[src/core/int_code_pkg.sv]
package int_code_pkg;

	// Interrupt codes reported to the host.
	localparam logic [7:0] CODE_RESET      = 8'h01;
	localparam logic [7:0] CODE_REG_PARITY = 8'h22;
	localparam logic [7:0] CODE_TIMEOUT    = 8'h2c;
	localparam logic [7:0] CODE_BUS_FREE   = 8'h31;
	localparam logic [7:0] CODE_PHASE_CHG  = 8'h32;
	localparam logic [7:0] CODE_BAD_PHASE  = 8'h54;
	localparam logic [7:0] CODE_UNEXP_MSG  = 8'h55;
	localparam logic [7:0] CODE_UNEXP_STS  = 8'h56;
	localparam logic [7:0] CODE_BUSY_MSG   = 8'h5d;
	localparam logic [7:0] CODE_BUSY_STS   = 8'h5e;
	localparam logic [7:0] CODE_DONE       = 8'h60;
	localparam logic [7:0] CODE_MSG_LONG   = 8'h64;
	localparam logic [7:0] CODE_PAUSE      = 8'h67;
	localparam logic [7:0] CODE_FREE_FIRST = 8'h70;

	// Step codes.
	localparam logic [7:0] STEP_BEFORE     = 8'h00;
	localparam logic [7:0] STEP_DURING     = 8'h01;
	localparam logic [7:0] STEP_DONE_MAN   = 8'h02;
	localparam logic [7:0] STEP_DONE_AUTO  = 8'h0a;

	// Bus phase as {MSG, C/D, I/O}.
	localparam logic [2:0] PHASE_DATA_IN   = 3'b001;
	localparam logic [2:0] PHASE_STATUS    = 3'b011;
	localparam logic [2:0] PHASE_MSG_OUT   = 3'b110;
	localparam logic [2:0] PHASE_MSG_IN    = 3'b111;

	localparam int         MSG_LEN_W       = 8;
	localparam logic [7:0] MSG_LEN_LIMIT   = 8'h21;

	localparam int         ENTRY_W         = 16;
	localparam int         QUEUE_DEPTH     = 4;

	typedef enum logic [2:0] {
		ST_IDLE  = 3'b000,
		ST_WREQ  = 3'b001,
		ST_XFER  = 3'b010,
		ST_UNEXP = 3'b011,
		ST_EXIT  = 3'b100,
		ST_PUSH  = 3'b101,
		ST_PUSH2 = 3'b110
	} state_type;

endpackage

[src/core/code_queue.sv]
`timescale 1ns/100ps
`default_nettype none

module code_queue #(
	parameter int WIDTH = 16,
	parameter int DEPTH = 4
) (
	// Clock and reset.
	input  wire logic             sys_clk_i,
	input  wire logic             rst_b_i,
	// Write side.
	input  wire logic             push_i,
	input  wire logic [WIDTH-1:0] wr_data_i,
	output logic                  full_o,
	// Read side.
	input  wire logic             pop_i,
	output logic                  empty_o,
	output logic                  rd_valid_o,
	output logic      [WIDTH-1:0] rd_data_o
);
	localparam int AW = $clog2(DEPTH);

	logic [WIDTH-1:0] mem_q [DEPTH];
	logic [AW-1:0]    wr_ptr_q;
	logic [AW-1:0]    rd_ptr_q;
	logic [AW:0]      count_q;
	logic             do_push;
	logic             do_pop;

	assign full_o  = (count_q == (AW+1)'(DEPTH));
	assign empty_o = (count_q == '0);
	assign do_push = push_i && !full_o;
	assign do_pop  = pop_i && !empty_o;

	always_ff @(posedge sys_clk_i) begin
		if (do_push) begin
			mem_q[wr_ptr_q] <= wr_data_i;
		end
	end

	always_ff @(posedge sys_clk_i or negedge rst_b_i) begin
		if (!rst_b_i) begin
			wr_ptr_q <= '0;
			rd_ptr_q <= '0;
			count_q  <= '0;
		end else begin
			if (do_push) begin
				wr_ptr_q <= wr_ptr_q + AW'(1);
			end
			if (do_pop) begin
				rd_ptr_q <= rd_ptr_q + AW'(1);
			end
			count_q <= count_q + (AW+1)'(do_push) - (AW+1)'(do_pop);
		end
	end

	always_ff @(posedge sys_clk_i or negedge rst_b_i) begin
		if (!rst_b_i) begin
			rd_valid_o <= 1'b0;
			rd_data_o  <= '0;
		end else begin
			rd_valid_o <= do_pop;
			if (do_pop) begin
				rd_data_o <= mem_q[rd_ptr_q];
			end
		end
	end

endmodule

`default_nettype wire

[src/core/initiator_int_codes.sv]
`timescale 1ns/100ps
`default_nettype none

module initiator_int_codes
	import int_code_pkg::*;
#(
	parameter int QDEPTH = int_code_pkg::QUEUE_DEPTH
) (
	// Clock and reset.
	input  wire logic                              sys_clk_i,
	input  wire logic                              rst_b_i,
	// Command start pulses.
	input  wire logic                              recv_pad_cmd_i,
	input  wire logic                              send_single_message_cmd_i,
	input  wire logic                              send_single_message_attn_cmd_i,
	input  wire logic [int_code_pkg::MSG_LEN_W-1:0] msg_len_i,
	input  wire logic                              count_zero_i,
	// Mode settings.
	input  wire logic                              auto_recv_mode_i,
	input  wire logic                              auto_rst_ack_mode_i,
	input  wire logic                              async_mode_i,
	// Bus events from the transfer engine.
	input  wire logic                              scsi_reset_i,
	input  wire logic                              bus_free_i,
	input  wire logic                              req_timeout_i,
	input  wire logic                              phase_change_i,
	input  wire logic                              pause_accept_i,
	input  wire logic                              first_req_i,
	input  wire logic [2:0]                        req_phase_i,
	input  wire logic                              unexp_byte_rcvd_i,
	input  wire logic                              inbound_control_byte_buffer_full_i,
	input  wire logic                              padding_active_i,
	input  wire logic                              xfer_done_i,
	input  wire logic                              exit_done_i,
	input  wire logic                              reg_parity_err_i,
	// Host side.
	input  wire logic                              code_ack_i,
	output logic      [7:0]                        int_code_o,
	output logic      [7:0]                        int_step_o,
	output logic                                   int_pend_o,
	output logic                                   busy_o,
	// Bus control.
	output logic                                   atn_o,
	output logic                                   pad_from_start_o
);
	import int_code_pkg::*;

	state_type    state_q;
	state_type    state_d;
	logic         is_msg_q;
	logic         keep_atn_q;
	logic         unexp_sts_q;
	logic         padding_q;
	logic [7:0]   code_q;
	logic [7:0]   code_d;
	logic [7:0]   step_q;
	logic [7:0]   step_d;
	logic         par_err_q;
	logic         atn_q;
	logic         pad_start_q;
	logic         int_pend_q;
	logic [7:0]   int_code_q;
	logic [7:0]   int_step_q;
	logic         pop_wait_q;

	logic         q_push;
	logic [15:0]  q_wr_data;
	logic         q_full;
	logic         q_pop;
	logic         q_empty;
	logic         q_rd_valid;
	logic [15:0]  q_rd_data;
	logic         start_any;
	logic         start_msg;
	logic         phase_ok;

	// Step for normal completion; padding suppresses the automatic form.
	function automatic logic [7:0] done_step(input logic auto_ack, input logic padding);
		done_step = (auto_ack && !padding) ? STEP_DONE_AUTO : STEP_DONE_MAN;
	endfunction

	// Code for an unexpected byte, split by phase and buffer occupancy.
	function automatic logic [7:0] unexp_code(input logic is_sts, input logic busy);
		if (busy) begin
			unexp_code = is_sts ? CODE_BUSY_STS : CODE_BUSY_MSG;
		end else begin
			unexp_code = is_sts ? CODE_UNEXP_STS : CODE_UNEXP_MSG;
		end
	endfunction

	assign start_msg = send_single_message_cmd_i || send_single_message_attn_cmd_i;
	assign start_any = recv_pad_cmd_i || start_msg;
	assign phase_ok  = is_msg_q ? (req_phase_i == PHASE_MSG_OUT) : (req_phase_i == PHASE_DATA_IN);

	// Sequencer: decide the termination and where it is reported.
	always_comb begin
		state_d = state_q;
		code_d  = code_q;
		step_d  = step_q;
		case (state_q)
			ST_IDLE: begin
				if (start_any) begin
					if (start_msg && (msg_len_i >= MSG_LEN_LIMIT)) begin
						code_d  = CODE_MSG_LONG;
						step_d  = STEP_DURING;
						state_d = ST_PUSH;
					end else begin
						state_d = ST_WREQ;
					end
				end
			end
			ST_WREQ: begin
				if (scsi_reset_i) begin
					code_d  = CODE_RESET;
					step_d  = STEP_BEFORE;
					state_d = ST_PUSH;
				end else if (bus_free_i && (is_msg_q || auto_recv_mode_i)) begin
					code_d  = CODE_FREE_FIRST;
					step_d  = STEP_BEFORE;
					state_d = ST_PUSH;
				end else if (bus_free_i) begin
					code_d  = CODE_BUS_FREE;
					step_d  = STEP_DURING;
					state_d = ST_EXIT;
				end else if (first_req_i) begin
					if (phase_ok) begin
						state_d = ST_XFER;
					end else if (auto_recv_mode_i && ((req_phase_i == PHASE_MSG_IN) ||
							(req_phase_i == PHASE_STATUS))) begin
						code_d  = unexp_code(req_phase_i == PHASE_STATUS,
							inbound_control_byte_buffer_full_i);
						step_d  = STEP_DURING;
						state_d = inbound_control_byte_buffer_full_i ? ST_PUSH : ST_UNEXP;
					end else begin
						code_d  = CODE_BAD_PHASE;
						step_d  = STEP_DURING;
						state_d = ST_PUSH;
					end
				end
			end
			ST_UNEXP: begin
				if (scsi_reset_i) begin
					code_d  = CODE_RESET;
					step_d  = STEP_DURING;
					state_d = ST_PUSH;
				end else if (unexp_byte_rcvd_i) begin
					code_d  = unexp_code(unexp_sts_q, 1'b0);
					step_d  = STEP_DURING;
					state_d = ST_PUSH;
				end
			end
			ST_XFER: begin
				if (scsi_reset_i) begin
					code_d  = CODE_RESET;
					step_d  = STEP_DURING;
					state_d = ST_PUSH;
				end else if (req_timeout_i && (is_msg_q || async_mode_i)) begin
					code_d  = CODE_TIMEOUT;
					step_d  = STEP_DURING;
					state_d = is_msg_q ? ST_PUSH : ST_EXIT;
				end else if (bus_free_i) begin
					code_d  = CODE_BUS_FREE;
					step_d  = STEP_DURING;
					state_d = is_msg_q ? ST_PUSH : ST_EXIT;
				end else if (phase_change_i) begin
					code_d  = CODE_PHASE_CHG;
					step_d  = STEP_DURING;
					state_d = is_msg_q ? ST_PUSH : ST_EXIT;
				end else if (pause_accept_i && !is_msg_q) begin
					code_d  = CODE_PAUSE;
					step_d  = STEP_DURING;
					state_d = ST_EXIT;
				end else if (xfer_done_i) begin
					code_d  = CODE_DONE;
					step_d  = done_step(auto_rst_ack_mode_i, padding_q || padding_active_i);
					state_d = ST_PUSH;
				end
			end
			ST_EXIT: begin
				if (exit_done_i) begin
					state_d = ST_PUSH;
				end
			end
			ST_PUSH: begin
				if (!q_full) begin
					state_d = par_err_q ? ST_PUSH2 : ST_IDLE;
				end
			end
			ST_PUSH2: begin
				if (!q_full) begin
					state_d = ST_IDLE;
				end
			end
			default: begin
				state_d = ST_IDLE;
			end
		endcase
	end

	always_ff @(posedge sys_clk_i or negedge rst_b_i) begin
		if (!rst_b_i) begin
			state_q <= ST_IDLE;
			code_q  <= '0;
			step_q  <= '0;
		end else begin
			state_q <= state_d;
			code_q  <= code_d;
			step_q  <= step_d;
		end
	end

	// Command attributes held for the life of the command.
	always_ff @(posedge sys_clk_i or negedge rst_b_i) begin
		if (!rst_b_i) begin
			is_msg_q    <= 1'b0;
			keep_atn_q  <= 1'b0;
			unexp_sts_q <= 1'b0;
		end else if (state_q == ST_IDLE && start_any) begin
			is_msg_q    <= start_msg;
			keep_atn_q  <= send_single_message_attn_cmd_i;
			unexp_sts_q <= 1'b0;
		end else if (state_q == ST_WREQ && first_req_i) begin
			unexp_sts_q <= (req_phase_i == PHASE_STATUS);
		end
	end

	// Padding seen at any time in the transfer rules out the automatic step.
	always_ff @(posedge sys_clk_i or negedge rst_b_i) begin
		if (!rst_b_i) begin
			padding_q <= 1'b0;
		end else if (state_q == ST_IDLE) begin
			padding_q <= start_any && !start_msg && count_zero_i;
		end else if (padding_active_i) begin
			padding_q <= 1'b1;
		end
	end

	// A zero count starts padding at once; no interrupt is raised for it.
	always_ff @(posedge sys_clk_i or negedge rst_b_i) begin
		if (!rst_b_i) begin
			pad_start_q <= 1'b0;
		end else begin
			pad_start_q <= (state_q == ST_IDLE) && recv_pad_cmd_i && !start_msg && count_zero_i;
		end
	end

	// ATN for message sends; kept on a wrong phase, dropped for an unexpected byte.
	always_ff @(posedge sys_clk_i or negedge rst_b_i) begin
		if (!rst_b_i) begin
			atn_q <= 1'b0;
		end else if (state_q == ST_IDLE && start_msg && (msg_len_i < MSG_LEN_LIMIT)) begin
			atn_q <= 1'b1;
		end else if (state_q == ST_WREQ && first_req_i && !phase_ok && auto_recv_mode_i &&
				((req_phase_i == PHASE_MSG_IN) || (req_phase_i == PHASE_STATUS))) begin
			atn_q <= 1'b0;
		end else if (state_q == ST_XFER && xfer_done_i && !keep_atn_q) begin
			atn_q <= 1'b0;
		end else if (scsi_reset_i || (bus_free_i && state_q != ST_IDLE)) begin
			atn_q <= 1'b0;
		end
	end

	// Register parity error: the set wins over the clear made by the report.
	always_ff @(posedge sys_clk_i or negedge rst_b_i) begin
		if (!rst_b_i) begin
			par_err_q <= 1'b0;
		end else if (reg_parity_err_i) begin
			par_err_q <= 1'b1;
		end else if (state_q == ST_PUSH2 && !q_full) begin
			par_err_q <= 1'b0;
		end
	end

	always_comb begin
		q_push    = 1'b0;
		q_wr_data = {code_q, step_q};
		if (state_q == ST_PUSH) begin
			q_push = !q_full;
		end else if (state_q == ST_PUSH2) begin
			q_push    = !q_full;
			q_wr_data = {CODE_REG_PARITY, STEP_BEFORE};
		end
	end

	assign q_pop = !int_pend_q && !pop_wait_q && !q_empty;

	code_queue #(
		.WIDTH (ENTRY_W),
		.DEPTH (QDEPTH)
	) u_queue (
		.sys_clk_i  (sys_clk_i),
		.rst_b_i    (rst_b_i),
		.push_i     (q_push),
		.wr_data_i  (q_wr_data),
		.full_o     (q_full),
		.pop_i      (q_pop),
		.empty_o    (q_empty),
		.rd_valid_o (q_rd_valid),
		.rd_data_o  (q_rd_data)
	);

	// Host view: one code pair at a time, held until acknowledged.
	always_ff @(posedge sys_clk_i or negedge rst_b_i) begin
		if (!rst_b_i) begin
			pop_wait_q <= 1'b0;
			int_pend_q <= 1'b0;
			int_code_q <= '0;
			int_step_q <= '0;
		end else begin
			pop_wait_q <= q_pop;
			if (q_rd_valid) begin
				int_pend_q <= 1'b1;
				int_code_q <= q_rd_data[15:8];
				int_step_q <= q_rd_data[7:0];
			end else if (code_ack_i) begin
				int_pend_q <= 1'b0;
			end
		end
	end

	// Busy mirrors the sequencer so the host knows a command is running.
	logic busy_q;

	always_ff @(posedge sys_clk_i or negedge rst_b_i) begin
		if (!rst_b_i) begin
			busy_q <= 1'b0;
		end else begin
			busy_q <= (state_d != ST_IDLE);
		end
	end

	assign int_code_o       = int_code_q;
	assign int_step_o       = int_step_q;
	assign int_pend_o       = int_pend_q;
	assign busy_o           = busy_q;
	assign atn_o            = atn_q;
	assign pad_from_start_o = pad_start_q;

endmodule

`default_nettype wire

[config.mk]
export PLATFORM = sky130hd
export DESIGN_NAME = initiator_int_codes
export DESIGN_NICKNAME = d
export VERILOG_FILES = /design/src/core/int_code_pkg.sv /design/src/core/code_queue.sv /design/src/core/initiator_int_codes.sv
export SDC_FILE = /design/constraint.sdc
export NUM_CORES = 1
export LEC_CHECK = 0
export BUFFER_PORTS_ARGS = -buffer_cell sky130_fd_sc_hd__buf_2
export CAP_MARGIN = 15
export CORE_MARGIN = 10
export CORE_UTILIZATION = 30
export CTS_BUF_LIST = sky130_fd_sc_hd__clkbuf_4
export DETAILED_ROUTE_END_ITERATION = 10
export RECOVER_POWER = 50
export SYNTH_ARGS = -nofsm -noshare
export SYNTH_HDL_FRONTEND = slang
export SYNTH_HIERARCHICAL = 1
export SYNTH_SLANG_ARGS = --single-unit
[constraint.sdc]
create_clock -name sys_clk_i -period 3.5 [get_ports sys_clk_i]
set_input_delay 0.35 -clock sys_clk_i [delete_from_list [all_inputs] [get_ports sys_clk_i]]
set_output_delay 0.35 -clock sys_clk_i [all_outputs]
set_load 0.03 [all_outputs]
==> out/qor.yml <==
status: "finished, final reports clean"
path_clk_slew_ps: 120
power_density_mw_per_mm2: 834
crit_chain: "o31ai_4 -> inv_4 -> ha_1 -> inv_1 -> ha_1 -> fa_1 -> xnor2_1 -> xnor2_1"
fin_skew_ps: 27.2
placedInstanceArea_mm2: 0.00615
synthFlopType: "edfxtp_1"
power_mw: 5.37
power_frac_comb: 0.356
viasPerCell: 4.63
numCtsBuffers: 17
critPathKind: "register to register"
cts_root_buf: "clkbuf_4"
yosysMostFrequentCell: "edfxtp_1"
cts_htree_levels: 4
required_ps: 3960
synth-seq-cells: 127
syn_to_final_growth_pct: 15.7
fin_nets: 532
grtUsageTotal: 0.0999
timing.final.max_slew_violations: 0
ys_warn_count: 6
setup_tns_ps: 0
max_slew_margin: 0.0188
stdcell_area_mm2: 0.00643
routed_wl_mm: 11.2
grt_pass1_vias: 3737
setup_violations: 0
rsz0062_at_grt: "false"
core-area_mm2: 0.0181
synth.distinct_cells: 66
seq_area_frac_synth: 0.629
synth_edf_count: 64
cts_tree: "done"
dp_hpwl_mm: 7.83
post-place-ws_ps: 720
holdCritPathClass: "input port to register"
critPathCaptureType: "register"
avgRoutedWirePerCell_um: 15.2
dr.pass1.iters: 5
hold_violations: 0
clock_latency_ps: 520
syn_inst: 405
p_leak_nw: 2.60
async_flop_share: 0.496
yosys-top-cells-count: "edfxtp_1 (64), dfrtp_1 (63), nand2_1 (63)"
internal_power_mw: 3.43
cp-start-kind: "register"
fin_cells: 734
yosysTopAreaCell: "edfxtp_1"
ant_nets: 0
die_w_um: 156
synth_top_area_frac: 0.346
postSynthAreaPerCell_um2: 13.7
crit_fanout: 19
post-route-util: 0.356
ir_drop_mv: 0.234
drc: 0
post_cts_buffers: 0
initial_core_util: 0.308
seqPwrFrac: 0.448
synth_area_leaders: "edfxtp_1 (35%), dfrtp_1 (28%), mux4_2 (5.7%)"
diodes: 0
cts_max_path_buffers: 2
vias: 3401
holdWs_ps: 68.3
placed_cells: 700
clockPowerShare: 0.196
antenna_found_initial: 0
cpPeakStageDelay_ps: 770
tightest_slew_ps: 1470
port_buffers: 52
grt_max_degree: 41
p_sw_frac: 0.360
drive_gt1_frac: 0.240
layout_setup_ws_ps: 743
fin_crit_ps: 2760
arrival_ps: 3220
rows: 49
cp_slowest_cell: "o31ai_4"
overflow: 0
maxCapViolations: 0
ios: 53
syn-cell-area_mm2: 0.00556
routabilityCongestion: 0.875
first_iter_violations: 221
fmax_ghz: 0.363
period_share: 0.788
cts.sinks: 127
die_area_mm2: 0.0244
grt_pass1_wl_mm: 19.2
fp.dieH_um: 156
power_switching_mw: 1.93
==> cell usage in the layout (no fill, tap or decap), types with 3 or more instances in the layout <==
master     count
edfxtp_1      64
nand2_1       63
dfrtp_1       63
buf_2         31
mux2_2        24
conb_1        24
clkbuf_1      22
clkbuf_4      21
nor2_1        18
mux4_2        14
a21oi_1       12
inv_1         12
o21ai_0       10
nand2b_1       9
and2_1         7
buf_4          7
ha_1           6
nor2b_1        5
xnor2_1        5
nand3b_1       4
nor3_1         4
and2_0         4
nand4b_1       3
or3_1          3
and3_1         3
nand3_1        3
clkinv_4       3
bufinv_16      3
inv_4          3
==> layer usage <==
layer,global-route usage,vias up,share of wire
li1,-,1626,-
met1,0.124,1659,0.45
met2,0.153,108,0.46
met3,0.0386,8,0.074
met4,0.0387,0,0.0092
met5,0,-,0
==> power by group through the flow <==
stage	Clock (mW)	Combinational [mW]	Sequential [mW]
2_1_floorplan	0	1.44	2.46
3_3_place_gp	0	1.92	2.43
3_5_place_dp	0	1.97	2.45
4_1_cts	1.09	1.98	2.42
5_1_grt	1.17	2.17	2.47
6_report	1.05	1.91	2.41
==> worst paths after layout <==
kind	start	endpoint	slack [ps]	cells after the start
min reg2reg	pop_wait_q	pop_wait_q	460	1
max in group asynchronous	rst_b_i	u_queue/rd_data_o[3]	1100	3
min in group asynchronous	rst_b_i	u_queue/count_q[2]	700	2
min	count_zero_i	pad_from_start_o	70	3
max reg2reg	u_queue/count_q[1]	u_queue/count_q[2]	740	8
max	u_queue/count_q[1]	u_queue/count_q[2]	740	8
==> what timing repair did <==
item                                   CTS  global route
hold buffers                             2             0
endpoints found under the hold margin   24             0
setup endpoints to repair                0             0
resized for setup                        0             0
==> area by class of cell <==
type	count	area [µm²]
Tap cell	229	287
Multi-Input combinational cell	270	1980
Timing Repair Buffer	63	315
Fill cell	1765	11700
Clock inverter	11	143
Inverter	13	51.3
Clock buffer	21	158
Sequential cell	127	3500
==> registers in the layout (all words and copies together), names as in the netlist, 2 cells and up <==
signal	cells
step_q	3
u_queue/count_q	3
int_step_o	8
code_q	7
u_queue/rd_data_o	16
int_code_o	8
u_queue/mem_q	64
state_q	3
u_queue/wr_ptr_q	2
u_queue/rd_ptr_q	2
==> worst max-delay path: cells and delay by family (launching register included) <==
kind | cells | cell delay (ps)
AO/OA/AOI/OAI | 1 | 770
XOR/XNOR | 2 | 320
flip-flops | 1 | 460
buffers and inverters | 2 | 260
adder cells (fa/ha/maj) | 3 | 900
==> kinds of logic after synthesis <==
kind of cell | share of synthesized area
XOR/XNOR | 0.00787
buffers and inverters | 0.0301
multiplexers | 0.120
AO/OA/AOI/OAI | 0.0605
AND/OR/NAND/NOR | 0.134
other | 0.000674
adder cells (fa/ha/maj) | 0.0171
flip-flops | 0.629
Note: power is estimated with default switching activity, not from simulation.
